### config.mk
export PLATFORM = sky130hd
export DESIGN_NAME = clockgen_config_regs
export DESIGN_NICKNAME = d
export VERILOG_FILES = /design/src/verilog/clockgen_pkg.sv /design/src/verilog/clockgen_config_regs.sv
export VERILOG_INCLUDE_DIRS = /design/src /design/src/verilog
export SDC_FILE = /design/constraint.sdc
export NUM_CORES = 1
export LEC_CHECK = 0
export ABC_AREA = 1
export ABC_CLOCK_PERIOD_IN_PS = 1500
export BUFFER_PORTS_ARGS = -buffer_cell sky130_fd_sc_hd__buf_2
export CAP_MARGIN = 20
export CORE_MARGIN = 4
export CORE_UTILIZATION = 54
export DETAILED_ROUTE_END_ITERATION = 8
export PLACE_DENSITY_LB_ADDON = 0.05
export SYNTH_ARGS = -nofsm -noshare
export SYNTH_HDL_FRONTEND = slang
export SYNTH_SLANG_ARGS = --single-unit
export TNS_END_PERCENT = 5
### constraint.sdc
create_clock -name clock -period 1.5 [get_ports clock]
set_input_delay 0 -clock clock [delete_from_list [all_inputs] [get_ports clock]]
set_output_delay 0 -clock clock [all_outputs]
set_load 0.1 [all_outputs]
### src/verilog/clockgen_map.svh
/*
  Register map of the clock generator configuration bank: register indexes,
  field positions, power-up values, reserved read values and protocol counts.
  Assumes it is included by bare name from the design file that uses it.
*/
`ifndef CLOCKGEN_MAP_SVH
`define CLOCKGEN_MAP_SVH

// ****************************************
// Register indexes
// ****************************************
`define IDX_OE_MASK      8'h00
`define IDX_SPREAD       8'h01
`define IDX_EDGE_SPEED   8'h02
`define IDX_REF_CTRL     8'h03
`define IDX_UNUSED       8'h04
`define IDX_REV_VENDOR   8'h05
`define IDX_PART_TYPE    8'h06
`define IDX_BLOCK_LEN    8'h07

// ****************************************
// Field positions
// ****************************************
`define SPR_SEL_BIT      5
`define SPR_AMT_HI       4
`define SPR_AMT_LO       3
`define SWING_HI         1
`define SWING_LO         0
`define REF_EDGE_HI      7
`define REF_EDGE_LO      6
`define REF_WOL_BIT      5
`define REF_OE_BIT       4
`define BLK_LEN_HI       4

// ****************************************
// Power-up and reserved values
// ****************************************
`define RST_OE_MASK      8'hFF
`define RST_EDGE_SPEED   8'hFF
`define RST_SWING        2'h2
`define RST_SPR_SEL      1'h0
`define RST_SPR_AMT      2'h0
`define RST_REF_EDGE     2'h1
`define RST_REF_WOL      1'h0
`define RST_REF_OE       1'h1
`define RST_BLOCK_LEN    5'h08
`define RSVD_SPREAD_VAL  1'h1
`define RSVD_REF_VAL     4'hF
`define RSVD_BLK_VAL     3'h0
`define UNUSED_VAL       8'h00

// ****************************************
// Slave address and protocol counts
// ****************************************
`define SLAVE_ADDR_HI    5'h1A
`define SLAVE_ADDR_LO    1'h0
`define BYTE_BITS        4'h8
`define LAST_TX_BIT      4'h7
`define STRAP_SETTLE     2'h3
`define BYTE_ADDR        2'h0
`define BYTE_INDEX       2'h1
`define BYTE_DATA        2'h3

`endif

### src/verilog/clockgen_pkg.sv
/*
  Types shared by the clock generator configuration bank.
  Assumes nothing of its surroundings.
*/
package clockgen_pkg;

  // SMBus slave engine states
  typedef enum logic [2:0] {
    ST_IDLE,
    ST_RECV,
    ST_ACK,
    ST_SEND,
    ST_HOSTACK
  } smbus_state_type;

endpackage

### src/verilog/clockgen_config_regs.sv
/*
  Configuration and identification register bank of an eight-output
  differential clock generator, reached as an SMBus slave with block read
  and block write transfers, and driving the controls of the analog core.
  Assumes SCL, SDA, straps and output-enable pins are asynchronous to clock
  and slow enough to be sampled by it; the SDA wire is resolved outside.
*/
// Operation
// - Cleared enable bit overrides output-enable pin
// - Byte 1 top bits return latched spread strap
// - Byte 1 bit 5 picks spread source
// - Byte 1 bits 4:3 software spread amount
// - Software spread acts only when selected
// - Byte 1 bits 1:0 select output amplitude
// - Byte 2 per-output slew, powers up fast
// - Byte 3 bits 7:6 reference slew rate
// - Byte 3 bit 5 reference wake-on-LAN enable
// - Byte 3 bit 4 reference output enable
// - Byte 5 read-only revision and vendor codes
// - Byte 6 read-only part kind and identifier
// - Byte 7 block read length, powers up 8
// - Answer only own address with strap bit
// - Block write: index, count, then data bytes
// - Block read: count first, then data bytes
// - Keep every completed byte when stopped early
`timescale 1ns/10ps
`include "clockgen_map.svh"

module clockgen_config_regs #(
  parameter int          NUM_OUTPUTS     = 8,
  parameter logic [3:0]  REVISION_CODE   = 4'h5,  // Arbitrary value
  parameter logic [3:0]  VENDOR_CODE     = 4'h9,  // Arbitrary value
  parameter logic [1:0]  PART_KIND       = 2'h0,  // Clock generator kind
  parameter logic [5:0]  PART_IDENTIFIER = 6'h2D  // Arbitrary value
) (
  // Clock and reset
  input  wire logic                   clock,
  input  wire logic                   sysRst,
  // SMBus pins
  input  wire logic                   sclIn,
  input  wire logic                   sdaIn,
  output logic                        sdaOut,
  output logic                        sdaDriveN,
  // Straps and output-enable pins
  input  wire logic                   spreadStrapAboveLow,
  input  wire logic                   spreadStrapAboveMid,
  input  wire logic                   slaveAddressStrap,
  input  wire logic [NUM_OUTPUTS-1:0] outEnablePinsN,
  // Controls to the analog core
  output logic      [NUM_OUTPUTS-1:0] diffOutOn,
  output logic      [NUM_OUTPUTS-1:0] diffEdgeFast,
  output logic      [1:0]             swingSelect,
  output logic      [1:0]             spreadAmount,
  output logic      [1:0]             refEdgeSpeed,
  output logic                        refRun,
  output logic                        refWakeOnLan
);

  // ****************************************
  // Elaboration check
  // ****************************************
  // Each output owns one bit of a byte-wide register
  if (NUM_OUTPUTS != 8) begin : g_bad_width
    $error("NUM_OUTPUTS must be 8");
  end

  localparam int PW = NUM_OUTPUTS + 5;

  // ****************************************
  // Declarations
  // ****************************************
  logic [PW-1:0]                  pinMeta_reg;
  logic [PW-1:0]                  pinSync_reg;
  logic                           sclLast_reg;
  logic                           sdaLast_reg;
  logic                           sclNow;
  logic                           sdaNow;
  logic                           sclRise;
  logic                           sclFall;
  logic                           startCond;
  logic                           stopCond;
  logic [1:0]                     strapWait_reg;
  logic                           strapDone_reg;
  logic [1:0]                     strapSpread_reg;
  logic                           addrStrap_reg;
  logic [NUM_OUTPUTS-1:0]         oeMask_reg;
  logic [NUM_OUTPUTS-1:0]         edgeSpeed_reg;
  logic                           spreadSel_reg;
  logic [1:0]                     spreadAmt_reg;
  logic [1:0]                     swing_reg;
  logic [1:0]                     refEdge_reg;
  logic                           refWol_reg;
  logic                           refOe_reg;
  logic [4:0]                     blockLen_reg;
  clockgen_pkg::smbus_state_type  state_reg;
  logic [3:0]                     bitCnt_reg;
  logic [1:0]                     byteNum_reg;
  logic [7:0]                     rxShift_reg;
  logic [7:0]                     txShift_reg;
  logic [7:0]                     ptr_reg;
  logic                           rwRead_reg;
  logic                           hostNack_reg;
  logic                           byteDone;
  logic                           addrMatch;
  logic                           wrData;
  logic [7:0]                     rdByte;
  logic [7:0]                     countByte;

  // ****************************************
  // Pin synchronisers and bus conditions
  // ****************************************
  // Two flops on every asynchronous pin
  always_ff @(posedge clock) begin
    if (sysRst) begin
      pinMeta_reg <= {PW{1'b1}};
      pinSync_reg <= {PW{1'b1}};
    end else begin
      pinMeta_reg <= {outEnablePinsN, slaveAddressStrap, spreadStrapAboveMid,
                      spreadStrapAboveLow, sdaIn, sclIn};
      pinSync_reg <= pinMeta_reg;
    end
  end

  // Previous line levels for edge finding
  always_ff @(posedge clock) begin
    if (sysRst) begin
      sclLast_reg <= 1'b1;
      sdaLast_reg <= 1'b1;
    end else begin
      sclLast_reg <= sclNow;
      sdaLast_reg <= sdaNow;
    end
  end

  // Clock edges, start and stop
  assign sclNow    = pinSync_reg[0];
  assign sdaNow    = pinSync_reg[1];
  assign sclRise   = sclNow & ~sclLast_reg;
  assign sclFall   = ~sclNow & sclLast_reg;
  assign startCond = sclNow & sclLast_reg & sdaLast_reg & ~sdaNow;
  assign stopCond  = sclNow & sclLast_reg & ~sdaLast_reg & sdaNow;

  // ****************************************
  // Strap latch
  // ****************************************
  // Straps caught once, after the synchronisers settle
  always_ff @(posedge clock) begin
    if (sysRst) begin
      strapWait_reg   <= 2'h0;
      strapDone_reg   <= 1'b0;
      strapSpread_reg <= 2'h0;
      addrStrap_reg   <= 1'b0;
    end else if (!strapDone_reg) begin
      if (strapWait_reg == `STRAP_SETTLE) begin
        strapSpread_reg <= {pinSync_reg[3], pinSync_reg[2]};
        addrStrap_reg   <= pinSync_reg[4];
        strapDone_reg   <= 1'b1;
      end else begin
        strapWait_reg <= strapWait_reg + 2'h1;
      end
    end
  end

  // ****************************************
  // Register read view
  // ****************************************
  // Byte seen by the host at a given index
  function automatic logic [7:0] readReg(input logic [7:0] idx);
    logic [7:0] val;
    val = `UNUSED_VAL;
    case (idx)
      `IDX_OE_MASK:    val = oeMask_reg;
      `IDX_SPREAD:     val = {strapSpread_reg, spreadSel_reg, spreadAmt_reg,
                              `RSVD_SPREAD_VAL, swing_reg};
      `IDX_EDGE_SPEED: val = edgeSpeed_reg;
      `IDX_REF_CTRL:   val = {refEdge_reg, refWol_reg, refOe_reg, `RSVD_REF_VAL};
      `IDX_REV_VENDOR: val = {REVISION_CODE, VENDOR_CODE};
      `IDX_PART_TYPE:  val = {PART_KIND, PART_IDENTIFIER};
      `IDX_BLOCK_LEN:  val = {`RSVD_BLK_VAL, blockLen_reg};
      default:         val = `UNUSED_VAL;
    endcase
    return val;
  endfunction

  assign rdByte    = readReg(ptr_reg);
  assign countByte = {`RSVD_BLK_VAL, blockLen_reg};

  // ****************************************
  // Byte decode
  // ****************************************
  // Completed byte, address match and data store strobe
  assign byteDone  = (state_reg == clockgen_pkg::ST_RECV) && sclFall && (bitCnt_reg == `BYTE_BITS);
  assign addrMatch = rxShift_reg[7:1] == {`SLAVE_ADDR_HI, addrStrap_reg, `SLAVE_ADDR_LO};
  assign wrData    = byteDone && (byteNum_reg == `BYTE_DATA) && !rwRead_reg;

  // ****************************************
  // Writable registers
  // ****************************************
  // Each completed data byte lands at once
  always_ff @(posedge clock) begin
    if (sysRst) begin
      oeMask_reg    <= `RST_OE_MASK;
      spreadSel_reg <= `RST_SPR_SEL;
      spreadAmt_reg <= `RST_SPR_AMT;
      swing_reg     <= `RST_SWING;
      edgeSpeed_reg <= `RST_EDGE_SPEED;
      refEdge_reg   <= `RST_REF_EDGE;
      refWol_reg    <= `RST_REF_WOL;
      refOe_reg     <= `RST_REF_OE;
      blockLen_reg  <= `RST_BLOCK_LEN;
    end else if (wrData) begin
      case (ptr_reg)
        `IDX_OE_MASK: oeMask_reg <= rxShift_reg;
        `IDX_SPREAD: begin
          spreadSel_reg <= rxShift_reg[`SPR_SEL_BIT];
          spreadAmt_reg <= rxShift_reg[`SPR_AMT_HI:`SPR_AMT_LO];
          swing_reg     <= rxShift_reg[`SWING_HI:`SWING_LO];
        end
        `IDX_EDGE_SPEED: edgeSpeed_reg <= rxShift_reg;
        `IDX_REF_CTRL: begin
          refEdge_reg <= rxShift_reg[`REF_EDGE_HI:`REF_EDGE_LO];
          refWol_reg  <= rxShift_reg[`REF_WOL_BIT];
          refOe_reg   <= rxShift_reg[`REF_OE_BIT];
        end
        `IDX_BLOCK_LEN: blockLen_reg <= rxShift_reg[`BLK_LEN_HI:0];
        default: ;
      endcase
    end
  end

  // ****************************************
  // SMBus slave engine
  // ****************************************
  // Bit and byte sequencing; SDA is only ever pulled low
  always_ff @(posedge clock) begin
    if (sysRst) begin
      state_reg    <= clockgen_pkg::ST_IDLE;
      bitCnt_reg   <= 4'h0;
      byteNum_reg  <= `BYTE_ADDR;
      rxShift_reg  <= 8'h00;
      txShift_reg  <= 8'h00;
      ptr_reg      <= 8'h00;
      rwRead_reg   <= 1'b0;
      hostNack_reg <= 1'b0;
      sdaDriveN    <= 1'b1;
      sdaOut       <= 1'b0;
    end else if (startCond) begin
      // Start or repeated start
      state_reg   <= clockgen_pkg::ST_RECV;
      bitCnt_reg  <= 4'h0;
      byteNum_reg <= `BYTE_ADDR;
      sdaDriveN   <= 1'b1;
    end else if (stopCond) begin
      state_reg <= clockgen_pkg::ST_IDLE;
      sdaDriveN <= 1'b1;
    end else begin
      case (state_reg)
        clockgen_pkg::ST_IDLE: ;
        clockgen_pkg::ST_RECV: begin
          if (sclRise && bitCnt_reg != `BYTE_BITS) begin
            rxShift_reg <= {rxShift_reg[6:0], sdaNow};
            bitCnt_reg  <= bitCnt_reg + 4'h1;
          end else if (byteDone) begin
            if (byteNum_reg == `BYTE_ADDR && !addrMatch) begin
              state_reg <= clockgen_pkg::ST_IDLE;
            end else begin
              state_reg <= clockgen_pkg::ST_ACK;
              sdaDriveN <= 1'b0;
            end
            if (byteNum_reg == `BYTE_ADDR) begin
              rwRead_reg <= rxShift_reg[0];
            end
            if (byteNum_reg == `BYTE_INDEX) begin
              ptr_reg <= rxShift_reg;
            end
            if (wrData) begin
              ptr_reg <= ptr_reg + 8'h01;
            end
          end
        end
        clockgen_pkg::ST_ACK: begin
          if (sclFall) begin
            bitCnt_reg <= 4'h0;
            if (rwRead_reg && byteNum_reg == `BYTE_ADDR) begin
              state_reg   <= clockgen_pkg::ST_SEND;
              txShift_reg <= countByte;
              sdaDriveN   <= countByte[7];
            end else begin
              state_reg <= clockgen_pkg::ST_RECV;
              sdaDriveN <= 1'b1;
              if (byteNum_reg != `BYTE_DATA) begin
                byteNum_reg <= byteNum_reg + 2'h1;
              end
            end
          end
        end
        clockgen_pkg::ST_SEND: begin
          if (sclFall) begin
            if (bitCnt_reg == `LAST_TX_BIT) begin
              state_reg <= clockgen_pkg::ST_HOSTACK;
              sdaDriveN <= 1'b1;
            end else begin
              txShift_reg <= {txShift_reg[6:0], 1'b0};
              sdaDriveN   <= txShift_reg[6];
              bitCnt_reg  <= bitCnt_reg + 4'h1;
            end
          end
        end
        clockgen_pkg::ST_HOSTACK: begin
          if (sclRise) begin
            hostNack_reg <= sdaNow;
          end else if (sclFall) begin
            if (hostNack_reg) begin
              state_reg <= clockgen_pkg::ST_IDLE;
            end else begin
              state_reg   <= clockgen_pkg::ST_SEND;
              txShift_reg <= rdByte;
              sdaDriveN   <= rdByte[7];
              ptr_reg     <= ptr_reg + 8'h01;
              bitCnt_reg  <= 4'h0;
            end
          end
        end
        default: begin
          state_reg <= clockgen_pkg::ST_IDLE;
          sdaDriveN <= 1'b1;
        end
      endcase
    end
  end

  // ****************************************
  // Analog core controls
  // ****************************************
  // Registered controls; a cleared enable bit beats the pin
  always_ff @(posedge clock) begin
    if (sysRst) begin
      diffOutOn    <= {NUM_OUTPUTS{1'b0}};
      diffEdgeFast <= `RST_EDGE_SPEED;
      swingSelect  <= `RST_SWING;
      spreadAmount <= `RST_SPR_AMT;
      refEdgeSpeed <= `RST_REF_EDGE;
      refRun       <= `RST_REF_OE;
      refWakeOnLan <= `RST_REF_WOL;
    end else begin
      diffOutOn    <= oeMask_reg & ~pinSync_reg[PW-1:5];
      diffEdgeFast <= edgeSpeed_reg;
      swingSelect  <= swing_reg;
      spreadAmount <= spreadSel_reg ? spreadAmt_reg : strapSpread_reg;
      refEdgeSpeed <= refEdge_reg;
      refRun       <= refOe_reg;
      refWakeOnLan <= refWol_reg;
    end
  end
endmodule

### Word-level counts from Yosys, hierarchy flattened

Index checks and enable logic that the tools add are counted.

| operators by class | value |
|---|---|
| muxes and demuxes | 52 |
| eq/ne operators | 39 |
| bitwise gates (word level) | 20 |
| reductions and logical operators | 34 |
| add/subtract/negate cells | 4 |

Operators by type and width:

| operator | count |
|---|---|
| $mux W8 | 7 |
| $pmux W8 S7 | 1 |
| $mux W7 | 7 |
| $ne A4 B4 Y1 const B | 8 |
| $mux W4 | 7 |
| $reduce_and A9 Y1 | 3 |
| $eq A8 B3 Y1 const B | 3 |
| $ne A2 B2 Y1 const B | 12 |
| $mux W3 | 7 |
| $pmux W7 S3 | 1 |
| $eq A8 B2 Y1 const B | 2 |
| $pmux W4 S4 | 1 |
| $pmux W8 S2 | 1 |
| $reduce_and A8 Y1 | 2 |
| $pmux W3 S5 | 1 |
| $mux W1 | 14 |
| $reduce_and A2 Y1 | 7 |
| $not A1 Y1 | 11 |
| $reduce_and A10 Y1 | 1 |
| $add A8 B1 Y8 const B | 1 |
| $and A8 B8 Y8 | 1 |
| $eq A8 B1 Y1 const B | 1 |
| $logic_not A8 Y1 | 1 |
| $mux W2 | 4 |
| 28 further kinds | 45 |

| storage, ports and cells | value |
|---|---|
| word-level logic and storage cells | 183 |
| bits of input ports | 15 |
| flip-flop bits (word level) | 123 |

### Logic depth before layout (Yosys ltp)

| logic depth | value |
|---|---|
| depth in word-level cells | 10 |
| depth in mapped cells | 12 |

### Worst setup path after synthesis

No wires, ideal clock.

| path | value |
|---|---|
| path type | flip-flop to flip-flop |
| start point | register bitCnt_reg[0] |
| end point | register oeMask_reg[0] |
| stages on the path, launching flop included | 11 |
| required time | 1.362 ns |
| clock period less this slack | 1.601 ns |
| arrival | 1.463 ns |
| setup slack | -0.101 ns |
| cells stage by stage | dfxtp_1 > inv_1 > ha_1 > nand3_1 > nor2_1 > nand2_1 > inv_1 > nand3_2 > nor2_4 > buf_6 > o211ai_1 |

| on the way | value |
|---|---|
| word-level cells in the longest chain between the ends | 5 |

RTL lines:

| item | line | RTL |
|---|---|---|
| start, declared | clockgen_config_regs.sv:96 | `logic [3:0] bitCnt_reg;` |
| start signal, assigned | clockgen_config_regs.sv:262 | `bitCnt_reg <= bitCnt_reg + 4'h1;` |
| start signal, assigned | clockgen_config_regs.sv:305 | `bitCnt_reg <= bitCnt_reg + 4'h1;` |
| $eq A4 B4 Y1 (no source line) | n/a |  |
| $logic_and A1 B1 Y1 | clockgen_config_regs.sv:192 | `` assign byteDone = (state_reg == clockgen_pkg::ST_RECV) && sclFall && (bitCnt_reg == `BYTE_BITS); `` |
| $logic_and A1 B1 Y1 (2 in series) | clockgen_config_regs.sv:194 | `` assign wrData = byteDone && (byteNum_reg == `BYTE_DATA) && !rwRead_reg; `` |
| $reduce_and A2 Y1 (no source line) | n/a |  |
| end signal, assigned | clockgen_config_regs.sv:202 | `` oeMask_reg <= `RST_OE_MASK; `` |
| end signal, assigned | clockgen_config_regs.sv:213 | `` `IDX_OE_MASK: oeMask_reg <= rxShift_reg; `` |
| end, declared | clockgen_config_regs.sv:86 | `logic [NUM_OUTPUTS-1:0] oeMask_reg;` |

Every way passes these cells.
A chain may end at the register's enable or synchronous reset.

### Final worst setup path

| path | value |
|---|---|
| start point | register bitCnt_reg[1] |
| end point | register oeMask_reg[2] |

The elaborated chain is that of the path after synthesis.

==> summary.txt <==
Min path
  • Min-Delay Path Class: in2reg
  • Hold path start: sdaIn

Yosys
  • Synth async-reset ratio: 0%
  • Synth Cell Area: 5254 um2
  • Mapped Nets: 729
  • YS warnings: 0
  • Post-synthesis sequential area ratio: 46.87%
  • Cell variety after synth: 35
  • Post-synth EDFFs: 0
  • Synth Instances: 704
  • Syn avg cell area: 7.463 um2
  • Seq cells post-synth: 123
  • Post-synth top flop: dfxtp_1

Worst setup path
  • CP required: 1.89 ns
  • Critical path class: reg2reg
  • Crit-path cells: inv_2 > ha_4 > nand3_4 > nor2_4 > nand2_2 > inv_2 > nand3_4 > nor2_4 > buf_6 > o211ai_1
  • Setup crit end kind: flip-flop
  • Startpoint Class: flip-flop
  • CP max FO: 6
  • CP max stage delay: 0.32 ns
  • Worst Path Arrival: 1.96 ns
  • Worst Setup SP: bitCnt_reg[1]$_SDFFE_PP0P_
  • Reg2Reg Launch Point: bitCnt_reg[1]$_SDFFE_PP0P_
  • Crit-path slowest cell: dfxtp_2

STA
  • Final min period: 1.573 ns
  • Worst Skew: 0.005150 ns
  • RSZ-0062 raised after global routing: yes
  • Hold Fails Final Rpt: 0
  • Peak Freq: 635.6 MHz
  • Setup ws final: -0.07321 ns
  • Final setup TNS: -1.517 ns
  • Max Slew Vio Count: 0
  • Final period utilization: 104.9%
  • Number of setup violations in the final report: 41

Global route
  • Global route overflow: 0
  • Initial antenna violation count: 0
  • Global-route wire length before repair: 22,880 um
  • Total track usage: 25.16%
  • Vias in the first global route: 4,929
  • Largest net degree at the start of global routing: 66

Status
  • Failing checks: negative setup slack
  • Status: finished with violations

Floorplanning
  • Die width: 106.6 um
  • Core Box Area: 9371 um2
  • Initial core utilization: 56.06%
  • IO Count: 41
  • DIE AREA: 11,370 um2
  • Std-Cell Rows: 35
  • Die Y-Extent: 106.6 um

Cells and area
  • Commonest non-fill, non-tap cell in the layout: nand2_1
  • Layout Cells excl Fill: 977
  • End-of-flow core utilization: 77.04%
  • Area grow syn2layout: 37.41%
  • Most frequent cells in the layout: nand2_1 (125), dfxtp_1 (112), nor2_1 (75)
  • Fraction of layout cells with a size suffix above 1: 33.73%
  • N_diodes: 0
  • Final-stage net count: 860
  • Filler cells: 694

Place
  • Hpwl dp: 9501 um
  • Global placement routability congestion: 0.9471
  • Pre-CTS WS: -0.1868 ns
  • Port Buf Inserts: 39
  • Placed Cells: 922

CTS
  • CTS clk-pin slew, worst paths: 0.06 ns
  • Clock sinks: 123
  • CTS root buf: clkbuf_8
  • Clk buf depth: 2
  • H-tree depth: 4
  • CTS tree: done
  • Clk_lat worst skew: 0.52 ns
  • Cts bufs inserted: 17

Drt
  • DRT iter0 DRCs: 252
  • Vias: 5,027
  • Routed Wire Length: 13,710 um
  • DRC Markers: 0
  • Avg WL per Cell: 14.04 um
  • DR pass1 iterations: 5
  • Routed vias/inst: 5.145
  • Routed Antenna Nets: 0

Pwr
  • Overall Power: 9.905 mW
  • Pwr Density: 1372 nW/um2
  • VDD IR max: 0.001302 V
  • LEAKAGE: 3.163 nW

Job
  • Max_cap viols: 0
[critical path: cells and delay by family (launching register included)]
kind                       cells  cell delay [ns]
buffers and inverters          3             0.29
AOI/OAI and AO/OA              1             0.09
DFF                            1             0.32
and+or+nand+nor                5             0.59
adders and majority gates      1             0.15
[layer usage]
layer	routed length (um)	track usage, %	vias up
met4	274	10.50	0
met5	0	0	-
li1	-	-	2534
met1	5875	30.21	2327
met3	769	5.479	29
met2	6793	43.48	137
[power breakdown]
part / switching, mW / internal, mW
clock: 1.50 / 2.42
sequential: 0.135 / 3.45
combinational: 1.49 / 0.908
[stage by stage]
stage / area (um2) / hold WS, ns
finish: 7219 / 0.1989
global route: 7219 / 0.2154
CTS: 6995 / 0.1824
detailed placement: 6103 / 0.1854
global placement: 6103 / 0.1810
floorplan: 5286 / 0.1038
[path summary, 6_finish.rpt]
| path | end | slack (ns) | cells past startpoint |
|---|---|---|---|
| min | pinMeta_reg[1]$_SDFF_PP1_ | 0.20 | 3 |
| max | oeMask_reg[2]$_SDFFE_PP1P_ | -0.07 | 10 |
| min reg2reg | diffOutOn[7]$_SDFF_PP0_ | 0.38 | 1 |
| max reg2reg | oeMask_reg[2]$_SDFFE_PP1P_ | -0.07 | 10 |
[layout make-up]
cell class	count	area (um2)	share of cell area (%)
Clock buffer	20	435.4	6.031
Tap cell	129	161.4	2.236
Multi-Input combinational cell	480	2681	37.14
Timing Repair Buffer	132	1007	13.95
Inverter	81	309.0	4.281
Clock inverter	12	141.4	1.958
Sequential cell	123	2484	34.40
[cells by family after synthesis]
kind of cell	share of synthesized area, %
and+or+nand+nor	30.72
other	0.07138
adders and majority gates	2.382
DFF	46.87
AOI/OAI and AO/OA	11.88
buffers and inverters	7.740
xor gates and xnor gates	0.3335
[synth_stat cells, drive strengths merged, types with 2 or more instances]
| master | count | area, um2 |
|---|---|---|
| ha | 10 | 125.1 |
| nand4 | 6 | 37.54 |
| o211ai | 14 | 105.1 |
| nand3 | 53 | 282.8 |
| clkbuf | 12 | 45.04 |
| dfxtp | 123 | 2462 |
| nor2 | 98 | 422.9 |
| buf | 8 | 57.55 |
| inv | 81 | 304.0 |
| o21ai | 49 | 245.2 |
| a21oi | 45 | 229.0 |
| nor3 | 11 | 66.32 |
| nand2 | 146 | 558.0 |
| nor3b | 2 | 15.01 |
| or2 | 36 | 225.2 |
| o21a | 2 | 15.01 |
[timing repair]
action,CTS,global route
setup endpoints to repair,63,63
hold buffers,14,0
cloned,0,1
buffers inserted,4,4
pin swaps,15,15
resized for setup,59,68
endpoints found under the hold margin,21,0
(Power assumes the default switching activity.)
